File: src/rtl/annp_pkg.sv
// holds register offsets, field positions, reset values and carrier types
// of the next-page management registers.
// assumes a 5-bit management register address and 16-bit register data.
package annp_pkg;

	////////////////////////////////////////////////////////////////////////
	// register offsets
	localparam logic [4:0] ANNP_OFF_BASE = 5'h05;
	localparam logic [4:0] ANNP_OFF_EXP = 5'h06;
	localparam logic [4:0] ANNP_OFF_TX = 5'h07;
	localparam logic [4:0] ANNP_OFF_RX = 5'h08;

	////////////////////////////////////////////////////////////////////////
	// expansion status field positions
	localparam int ANNP_B_PLACE_IND = 6;
	localparam int ANNP_B_PLACE_SEL = 5;
	localparam int ANNP_B_PD_FAULT = 4;
	localparam int ANNP_B_PARTNER_NP = 3;
	localparam int ANNP_B_LOCAL_NP = 2;
	localparam int ANNP_B_NEW_PAGE = 1;
	localparam int ANNP_B_PARTNER_AN = 0;

	// next-page word field positions
	localparam int ANNP_B_MORE = 15;
	localparam int ANNP_B_ACK = 14;
	localparam int ANNP_B_MSG = 13;
	localparam int ANNP_B_SECOND_ACKNOWLEDGE_FLAG = 12;
	localparam int ANNP_B_FLIP = 11;
	localparam int ANNP_CODE_W = 11;

	////////////////////////////////////////////////////////////////////////
	// reset values
	localparam logic [15:0] ANNP_RST_BASE = 16'h0000;
	localparam logic [15:0] ANNP_RST_EXP = 16'h0064;
	localparam logic [15:0] ANNP_RST_TX = 16'h2001;
	localparam logic [15:0] ANNP_RST_RX = 16'h2001;

	////////////////////////////////////////////////////////////////////////
	// carrier types
	typedef struct packed {
		logic more;
		logic ack;
		logic msg;
		logic second_acknowledge_flag;
		logic flip;
		logic [ANNP_CODE_W-1:0] code;
	} annp_page_t;

	typedef struct packed {
		logic [4:0] addr;
		logic [15:0] wdata;
		logic wr;
		logic rd;
	} annp_bus_t;

endpackage

File: src/rtl/annp_lh_bit.sv
// holds one latched-high, clear-on-read status bit.
// assumes set and clr come from logic on the same clock.
`timescale 1ns/10ps

module annp_lh_bit
	import annp_pkg::*;
(
	input wire logic clk,
	input wire logic nrst,
	input wire logic set,
	input wire logic clr,
	output logic q
);

	typedef struct packed {
		logic hit;
	} annp_lh_t;

	annp_lh_t st_ff;
	annp_lh_t nxt_st;

	////////////////////////////////////////////////////////////////////////
	// set beats clear so an event in the reading cycle is kept
	always_comb
	begin
		nxt_st = st_ff;
		nxt_st.hit = set | (st_ff.hit & ~clr);
	end

	always_ff @(posedge clk or negedge nrst)
	begin
		if (!nrst)
			st_ff <= '0;
		else
			st_ff <= nxt_st;
	end

	assign q = st_ff.hit;
endmodule

File: src/rtl/annp_regs.sv
// holds the next-page management registers: expansion status, local
// transmit page, partner receive page and partner base abilities.
// assumes the negotiation engine drives its events and words on clk,
// and the register master keeps strobes one cycle long and exclusive.
//
// Design decision made here: the strobed register port.
`timescale 1ns/10ps

// What this block does
// - bit 6 reads one: place is indicated
// - bit 5 reads one: pages go to 8
// - parallel fault latches high, clears on read
// - bit 3 shows partner next-page ability
// - bit 2 reads one: local next-page able
// - new page received latches, clears on read
// - bit 0 shows partner negotiation ability
// - tx bit 15 advertises more pages
// - tx bit 13 message or unformatted, resets one
// - tx bit 12 sets second acknowledge, reset zero
// - tx flip inverts per page, seeded inverted
// - tx bits 10-0 hold code, reset one
// - rx bit 15 captures partner more pages
// - rx bit 14 captures partner acknowledge
// - rx bit 13 message flag, resets one
// - rx bit 12 captures partner second acknowledge
// - rx flip follows partner, code read-only
// - transmit register content is the sent page
// - each received page stored in rx register
// - base register holds partner base abilities
module annp_regs
	import annp_pkg::*;
(
	input wire logic clk,
	input wire logic nrst,
	input annp_pkg::annp_bus_t bus,
	output logic [15:0] rdata,
	input wire logic pd_fault_evt,
	input wire logic partner_np_able,
	input wire logic partner_an_able,
	input wire logic base_page_evt,
	input wire logic [15:0] base_page_word,
	input wire logic page_rx_evt,
	input annp_pkg::annp_page_t page_rx_word,
	input wire logic neg_start,
	input wire logic local_adv_flip,
	input wire logic tx_page_sent,
	output annp_pkg::annp_page_t tx_page,
	output logic new_page_flag
);

	import annp_pkg::*;

	typedef struct packed {
		logic [15:0] rdata;
		annp_page_t tx;
		annp_page_t rx;
		logic [15:0] base;
	} annp_state_t;

	annp_state_t st_ff;
	annp_state_t nxt_st;
	logic fault_q;
	logic page_q;
	logic exp_rd;
	logic [15:0] exp_word;
	logic [15:0] tx_word;

	////////////////////////////////////////////////////////////////////////
	// latched-high status bits, cleared by a read of the expansion register
	assign exp_rd = bus.rd && (bus.addr == ANNP_OFF_EXP);

	annp_lh_bit u_fault
	(
		.clk(clk),
		.nrst(nrst),
		.set(pd_fault_evt),
		.clr(exp_rd),
		.q(fault_q)
	);

	annp_lh_bit u_page
	(
		.clk(clk),
		.nrst(nrst),
		.set(page_rx_evt),
		.clr(exp_rd),
		.q(page_q)
	);

	////////////////////////////////////////////////////////////////////////
	// expansion status word; fixed ones come from the reset pattern
	always_comb
	begin
		exp_word = ANNP_RST_EXP;
		exp_word[ANNP_B_PD_FAULT] = fault_q;
		exp_word[ANNP_B_PARTNER_NP] = partner_np_able;
		exp_word[ANNP_B_NEW_PAGE] = page_q;
		exp_word[ANNP_B_PARTNER_AN] = partner_an_able;
	end

	// transmit word as read; the acknowledge slot is reserved and reads zero
	always_comb
	begin
		tx_word = st_ff.tx;
		tx_word[ANNP_B_ACK] = 1'b0;
	end

	////////////////////////////////////////////////////////////////////////
	// next state: read data, software writes, engine captures
	always_comb
	begin
		nxt_st = st_ff;
		// read data is zero except in the cycle after a read
		nxt_st.rdata = 16'h0000;
		if (bus.rd)
		begin
			unique case (bus.addr)
				ANNP_OFF_BASE: nxt_st.rdata = st_ff.base;
				ANNP_OFF_EXP: nxt_st.rdata = exp_word;
				ANNP_OFF_TX: nxt_st.rdata = tx_word;
				ANNP_OFF_RX: nxt_st.rdata = st_ff.rx;
				default: nxt_st.rdata = 16'h0000;
			endcase
		end
		// only the writable transmit fields take a write; flip stays hardware-owned
		if (bus.wr && (bus.addr == ANNP_OFF_TX))
		begin
			nxt_st.tx.more = bus.wdata[ANNP_B_MORE];
			nxt_st.tx.msg = bus.wdata[ANNP_B_MSG];
			nxt_st.tx.second_acknowledge_flag = bus.wdata[ANNP_B_SECOND_ACKNOWLEDGE_FLAG];
			nxt_st.tx.code = bus.wdata[ANNP_CODE_W-1:0];
		end
		// flip seeds from the inverted advertisement bit, then inverts per page
		if (neg_start)
			nxt_st.tx.flip = ~local_adv_flip;
		else if (tx_page_sent)
			nxt_st.tx.flip = ~st_ff.tx.flip;
		// base page seeds the partner flip; a next page in the same cycle wins
		if (base_page_evt)
		begin
			nxt_st.base = base_page_word;
			nxt_st.rx.flip = ~base_page_word[ANNP_B_FLIP];
		end
		// pages are stored here since bit 5 of expansion reads one
		if (page_rx_evt)
			nxt_st.rx = page_rx_word;
	end

	////////////////////////////////////////////////////////////////////////
	// state register
	always_ff @(posedge clk or negedge nrst)
	begin
		if (!nrst)
		begin
			st_ff.rdata <= 16'h0000;
			st_ff.tx <= ANNP_RST_TX;
			st_ff.rx <= ANNP_RST_RX;
			st_ff.base <= ANNP_RST_BASE;
		end
		else
			st_ff <= nxt_st;
	end

	////////////////////////////////////////////////////////////////////////
	// outputs; the engine inserts its own acknowledge into bit 14
	assign rdata = st_ff.rdata;
	assign tx_page = st_ff.tx;
	assign new_page_flag = page_q;
endmodule

File: config.mk
export PLATFORM = sky130hd
export DESIGN_NAME = annp_regs
export DESIGN_NICKNAME = d
export VERILOG_FILES = /design/src/rtl/annp_pkg.sv /design/src/rtl/annp_lh_bit.sv /design/src/rtl/annp_regs.sv
export SDC_FILE = /design/constraint.sdc
export NUM_CORES = 1
export LEC_CHECK = 0
export BUFFER_PORTS_ARGS = -buffer_cell sky130_fd_sc_hd__buf_4
export CORE_UTILIZATION = 46
export DETAILED_ROUTE_END_ITERATION = 7
export PLACE_DENSITY = 0.74
export SYNTH_ARGS = -nofsm -noshare
export SYNTH_HDL_FRONTEND = slang
export SYNTH_SLANG_ARGS = --single-unit
File: constraint.sdc
create_clock -name clk -period 1.19 [get_ports clk]
set_clock_uncertainty 0.2 [all_clocks]
set_input_delay 0.119 -clock clk [delete_from_list [all_inputs] [get_ports clk]]
set_output_delay 0.119 -clock clk [all_outputs]
set_load 0.01 [all_outputs]
## After elaboration in Yosys (flattened, before gate mapping)

Cells that the tools add are included.

| word-level totals | value |
|---|---|
| register bits | 65 |
| input bits | 65 |

| cells by class | value |
|---|---|
| mux-type cells | 6 |
| eq/ne operators | 4 |
| reduce and logical (&&, ||, !) cells | 4 |
| bitwise operators | 8 |

Operator list:

| operator | count |
|---|---|
| 16-bit one-hot mux with 4 select lines | 1 |
| 16-bit 2-to-1 mux | 1 |
| 5-bit by 3-bit equality test with 1-bit output, second input constant | 3 |
| 12-bit 2-to-1 mux | 1 |
| 5-bit by 4-bit equality test with 1-bit output, second input constant | 1 |
| 1-bit inverter | 4 |
| 2-bit nonzero test | 2 |
| 1-bit 2-to-1 mux | 3 |
| 1-bit bitwise AND | 2 |
| 1-bit logical AND | 2 |
| 1-bit OR | 2 |

## Longest topological paths before layout

| depth | value |
|---|---|
| depth after elaboration | 5 |
| mapped depth | 5 |

## Hierarchy

From an unflattened synthesis, not the netlist that was laid out.

| unflattened totals | value |
|---|---|
| cells, all modules | 249 |
| area, all modules | 3169.3 µm² |

Modules (own cells, without submodules):

| module | cells each | area an instance (µm²) | instances | seq. area each (µm²) |
|---|---|---|---|---|
| annp_regs | 243 | 3096.7 | 1 | 1581.5 |
| annp_lh_bit | 3 | 36.3 | 2 | 25.0 |

## Least setup slack after synthesis

No wires, ideal clock.

| path | value |
|---|---|
| path type | input -> register |
| start point | in bus[19] (netlist bit) |
| end point | reg, netlist name rdata[10] |
| library setup time | 0.137 ns |
| arrival | 1.006 ns |
| cell stages on the path | 5 |
| slack | -0.154 ns |
| cells stage by stage | buf_2 nor2_2 a2bb2oi_2 buf_2 a311oi_1 |

RTL lines:

| element | RTL line | source |
|---|---|---|
| from (decl) | annp_regs.sv:35 | `input annp_pkg::annp_bus_t bus,` |

## Worst setup path in the final report

| path | value |
|---|---|
| start point | reg st_ff (netlist bit tx_page[0]) |
| end point | out tx_page[0] (netlist bit) |

RTL lines:

| element | RTL line | source |
|---|---|---|
| from (decl) | annp_regs.sv:60 | `annp_state_t st_ff;` |
| from (signal assigned) | annp_regs.sv:161 | `st_ff <= nxt_st;` |
| to (decl) | annp_regs.sv:47 | `output annp_pkg::annp_page_t tx_page,` |

No word-level cell between the ends.

==> metrics list <==
* Clk buf depth: 2
* Worst hold stages: 3
- Synth Area per Inst: 12.42 um2
* Die Width: 84 um
* Initial antenna violation count: 0
- Synth Area in XOR/XNOR: 0.002832
* Seq/Total Area, Yosys: 0.5275
- Of the total synthesized cell area, the portion taken by full adders, half adders and majority gates is 0.
* Worst r2r src: tx_page[3]
* Ranking of synthesized cells by area: sky130_fd_sc_hd__dfrtp_1 (49%), sky130_fd_sc_hd__mux2_2 (14%), sky130_fd_sc_hd__buf_4 (8.3%)
* Final core utilization: 0.7777
- Asr flop ratio synth: 1.000
* Average detailed-routed wire length per instance: 17.52 um
- Clock slew seen by the registers of the worst setup and hold paths: 70 ps
- After detailed routing, the number of vias per cell comes to 5.283.
- The worst hold path belongs to the class in2reg.
- Commonest cells in the netlist: sky130_fd_sc_hd__dfrtp_1 (61), sky130_fd_sc_hd__mux2_2 (38), sky130_fd_sc_hd__buf_4 (34)
- The tightest hold path in the finished design has a slack of -49.87 ps.
* Wire length on met3: 339 um
* Die outline area: 7056 um2
* Synthesized netlist net count: 314
* Cell Count, Final, Fillers Out: 484
* Synthesis Warnings: 0
* Result of the run: complete, but fails checks
- The floorplan has 29 rows.
- After global routing the overflow that remains totals 0.
- The die is 84 um tall.
- The via count of the first global-routing pass is 2655.
- Entering global routing, the biggest net connects 28 pins.
* Main combinational cell family by area after synthesis: multiplexers
* Number of maximum-capacitance constraint violations: 0
- Initial Util: 0.4816
* Element type at the critical path start: flip-flop
* Post-synthesis compound-gate area fraction: 0.07565
- The first global-routing pass estimated 12.99 mm of wire.
- Synthesis handed over a netlist of 249 instances.
- In this run the tool buffered the top-level ports with 94 buffer cells.
* Share of synthesized cell area in and, or, nand and nor gates: 0.1076
- Worst-Skew Late Latency: 330 ps
- Critical setup path kind: reg2out
- Once placement completed, the tool counted placed cells totaling 398.
- Final worst-path cycle share: 1.172
* Power per cell area: 1244 nW/um2
* IO Pins: 98
- The finished cells cover 4995 um2.
- The netlist uses 30 different library cells.
- Final total power: 6.211 mW
- Wire length reported by the detailed router: 8.478 mm
* Arrival time of data at the critical path endpoint: 1080 ps
- Reported leakage power: 2.222 nW
* Post-route minimum period: 1394 ps
- Fin nets: 467
- After synthesis, the share of cell area in mux cells is 0.1748.
* Worst slack, placed: -374.6 ps
- For hold timing, the worst endpoint is rdata[14].
- TritonCTS clock tree: done
* Max Used Layer: met4
- Failing checks: DRC, hold timing, setup timing
- The first routing iteration left 111 violations.
- Setup repair after global routing could not meet its margin everywhere.
* Count of final setup violators: 21
- Netlist area before placement: 3093 um2
* Core Area: 6422 um2
* Diodes inserted: 0
- R2R Setup Slk: -140 ps
* Hold path startpoint: bus[22]
- H-tree levels: 3
- Of the cells placed in the final design, the portion with a size suffix greater than 1 is 0.5283.
- Main flop type after synthesis: sky130_fd_sc_hd__dfrtp_1
- Length of the first detailed-routing pass in iterations: 7
- Via total after detailed routing: 2557
- Summed over all nets, wire length on met2 after detailed routing comes to 4.386 mm.
- At the end of routability-driven placement, the weighted congestion stood at 0.8610.
* Library cell used as clock root buffer: sky130_fd_sc_hd__clkbuf_8
- The number of pins with negative max-slew slack in the final report is 0.
- Total Negative Setup Slacks: -1940 ps
* Num CTS Buffers: 9
- Final hold violations: 34
- In the routed design, unresolved DRC markers number 12.
- Of the post-synthesis cell area, the dominant cell type holds 0.4935.
- Final worst setup slack: -204.4 ps
- Counting flops with a built-in enable in the synthesized netlist gives 0.
* WL met1: 3.626 mm
- VDD IR-drop max: 0.7237 mV
- The placed instances occupy a cell area of 3840 um2.
- Aggregate global-route resource usage: 0.2433
* Clock net sink count: 65
- Along the worst path, the maximum fanout reaches 2.
* Capture instance of the worst register-to-register path: rdata[3]
* Critical Path, Cell by Cell: buf_6 -> buf_6
* Fillers: 368
- CP dominant cell by count: sky130_fd_sc_hd__buf_6
- Detail Placement HPWL: 5.208 mm
- Leading area contributor after synthesis: sky130_fd_sc_hd__dfrtp_1
- Among all stages on the critical path, the largest delay is contributed by sky130_fd_sc_hd__dfstp_2.
- Most repeated cell in the gate-level netlist after synthesis: sky130_fd_sc_hd__dfrtp_1
- Depth of the worst register-to-register path: 3
- Element type at the critical path end: output pin
- Once detail routing completed, the nets flagged for antenna violations numbered 0.
- Synth Register Bits: 65
* Crit path required time: 870 ps
* Largest incremental delay on the critical path: 560 ps
* Area growth from synthesis to layout: 61.49%
* Max Freq: 717.1 MHz
## power by group
| group | internal, mW | switching, mW | leakage, nW |
|---|---|---|---|
| registers | 2.43 | 0.160 | 0.799 |
| clock network | 1.45 | 0.832 | 0.120 |
| logic | 0.849 | 0.490 | 1.30 |
## sequential cells by signal, indices dropped and copies added (netlist names)
| signal | count |
|---|---|
| rdata | 16 |
| st_ff | 32 |
| tx_page | 15 |
| u_fault.q | 1 |
| u_page.q | 1 |
## worst max-delay path by stage
stage	startpoint	endpoint	slack, ps
6_report	tx_page[0]	tx_page[0]	-200
3_3_place_gp	bus[22]	rdata[2]	-400
2_1_floorplan	bus[22]	tx_page[10]	-90
3_5_place_dp	bus[22]	rdata[2]	-370
5_1_grt	tx_page[0]	tx_page[0]	-230
4_1_cts	tx_page[0]	tx_page[0]	-200
## placed cells by master (no fill, tap or decap), types with 2 or more instances in the layout
master | synthesis | final
sky130_fd_sc_hd__a311oi_2 | 0 | 5
sky130_fd_sc_hd__buf_6 | 1 | 30
sky130_fd_sc_hd__dfstp_2 | 4 | 4
sky130_fd_sc_hd__nor2_1 | 3 | 3
sky130_fd_sc_hd__mux2_2 | 38 | 37
sky130_fd_sc_hd__a32oi_2 | 0 | 4
sky130_fd_sc_hd__mux2_1 | 10 | 10
sky130_fd_sc_hd__dfrtp_1 | 61 | 61
sky130_fd_sc_hd__bufinv_16 | 0 | 3
sky130_fd_sc_hd__nand2_1 | 2 | 2
sky130_fd_sc_hd__inv_1 | 3 | 3
sky130_fd_sc_hd__a311oi_1 | 11 | 6
sky130_fd_sc_hd__o21ai_2 | 0 | 3
sky130_fd_sc_hd__buf_4 | 34 | 99
sky130_fd_sc_hd__a211oi_1 | 5 | 5
sky130_fd_sc_hd__buf_12 | 0 | 4
sky130_fd_sc_hd__nand3b_1 | 12 | 12
sky130_fd_sc_hd__o21ai_0 | 6 | 3
sky130_fd_sc_hd__a21o_1 | 2 | 2
sky130_fd_sc_hd__clkbuf_8 | 0 | 10
sky130_fd_sc_hd__nand3_1 | 25 | 23
sky130_fd_sc_hd__nand3_4 | 1 | 3
sky130_fd_sc_hd__dlygate4sd3_1 | 0 | 57
## critical path: cells and delay by family (launching register included)
kind | cells | cell delay [ps]
buffers and inverters | 2 | 190
DFF | 1 | 560
## cell families (layout without fill, tap and decap cells)
| logic type | Yosys count | in the layout |
|---|---|---|
| AND/OR/NAND/NOR | 52 | 53 |
| AO/OA/AOI/OAI | 30 | 30 |
| multiplexers | 48 | 48 |
| other | 1 | 1 |
| XOR/XNOR | 1 | 1 |
| buffers and inverters | 52 | 209 |
| flip-flops | 65 | 65 |
## routing by layer
layer / GRT usage / vias to the layer above
met5: 0 / -
met4: 0.1019 / 0
met3: 0.04847 / 14
met2: 0.4001 / 88
met1: 0.3142 / 1278
li1: - / 1177
## layout make-up
type	count	area, um2	area share
clock buffer	11	141.4	0.02831
tap	77	96.34	0.01929
inverter	3	11.26	0.002255
timing repair buffer	190	1732	0.3467
clock inverter	5	102.6	0.02054
sequential	65	1632	0.3267
multi-input combinational	133	1280	0.2563
## repair_timing
| item | in CTS | in global routing |
|---|---|---|
| pin swaps | 1 | 7 |
| hold buffers | 56 | 3 |
| resized for setup | 27 | 29 |
| buffers inserted | 12 | 0 |
| setup endpoints to repair | 23 | 47 |
| endpoints found under the hold margin | 119 | 35 |
| gates cloned | 0 | 1 |
(Power assumes the default switching activity.)
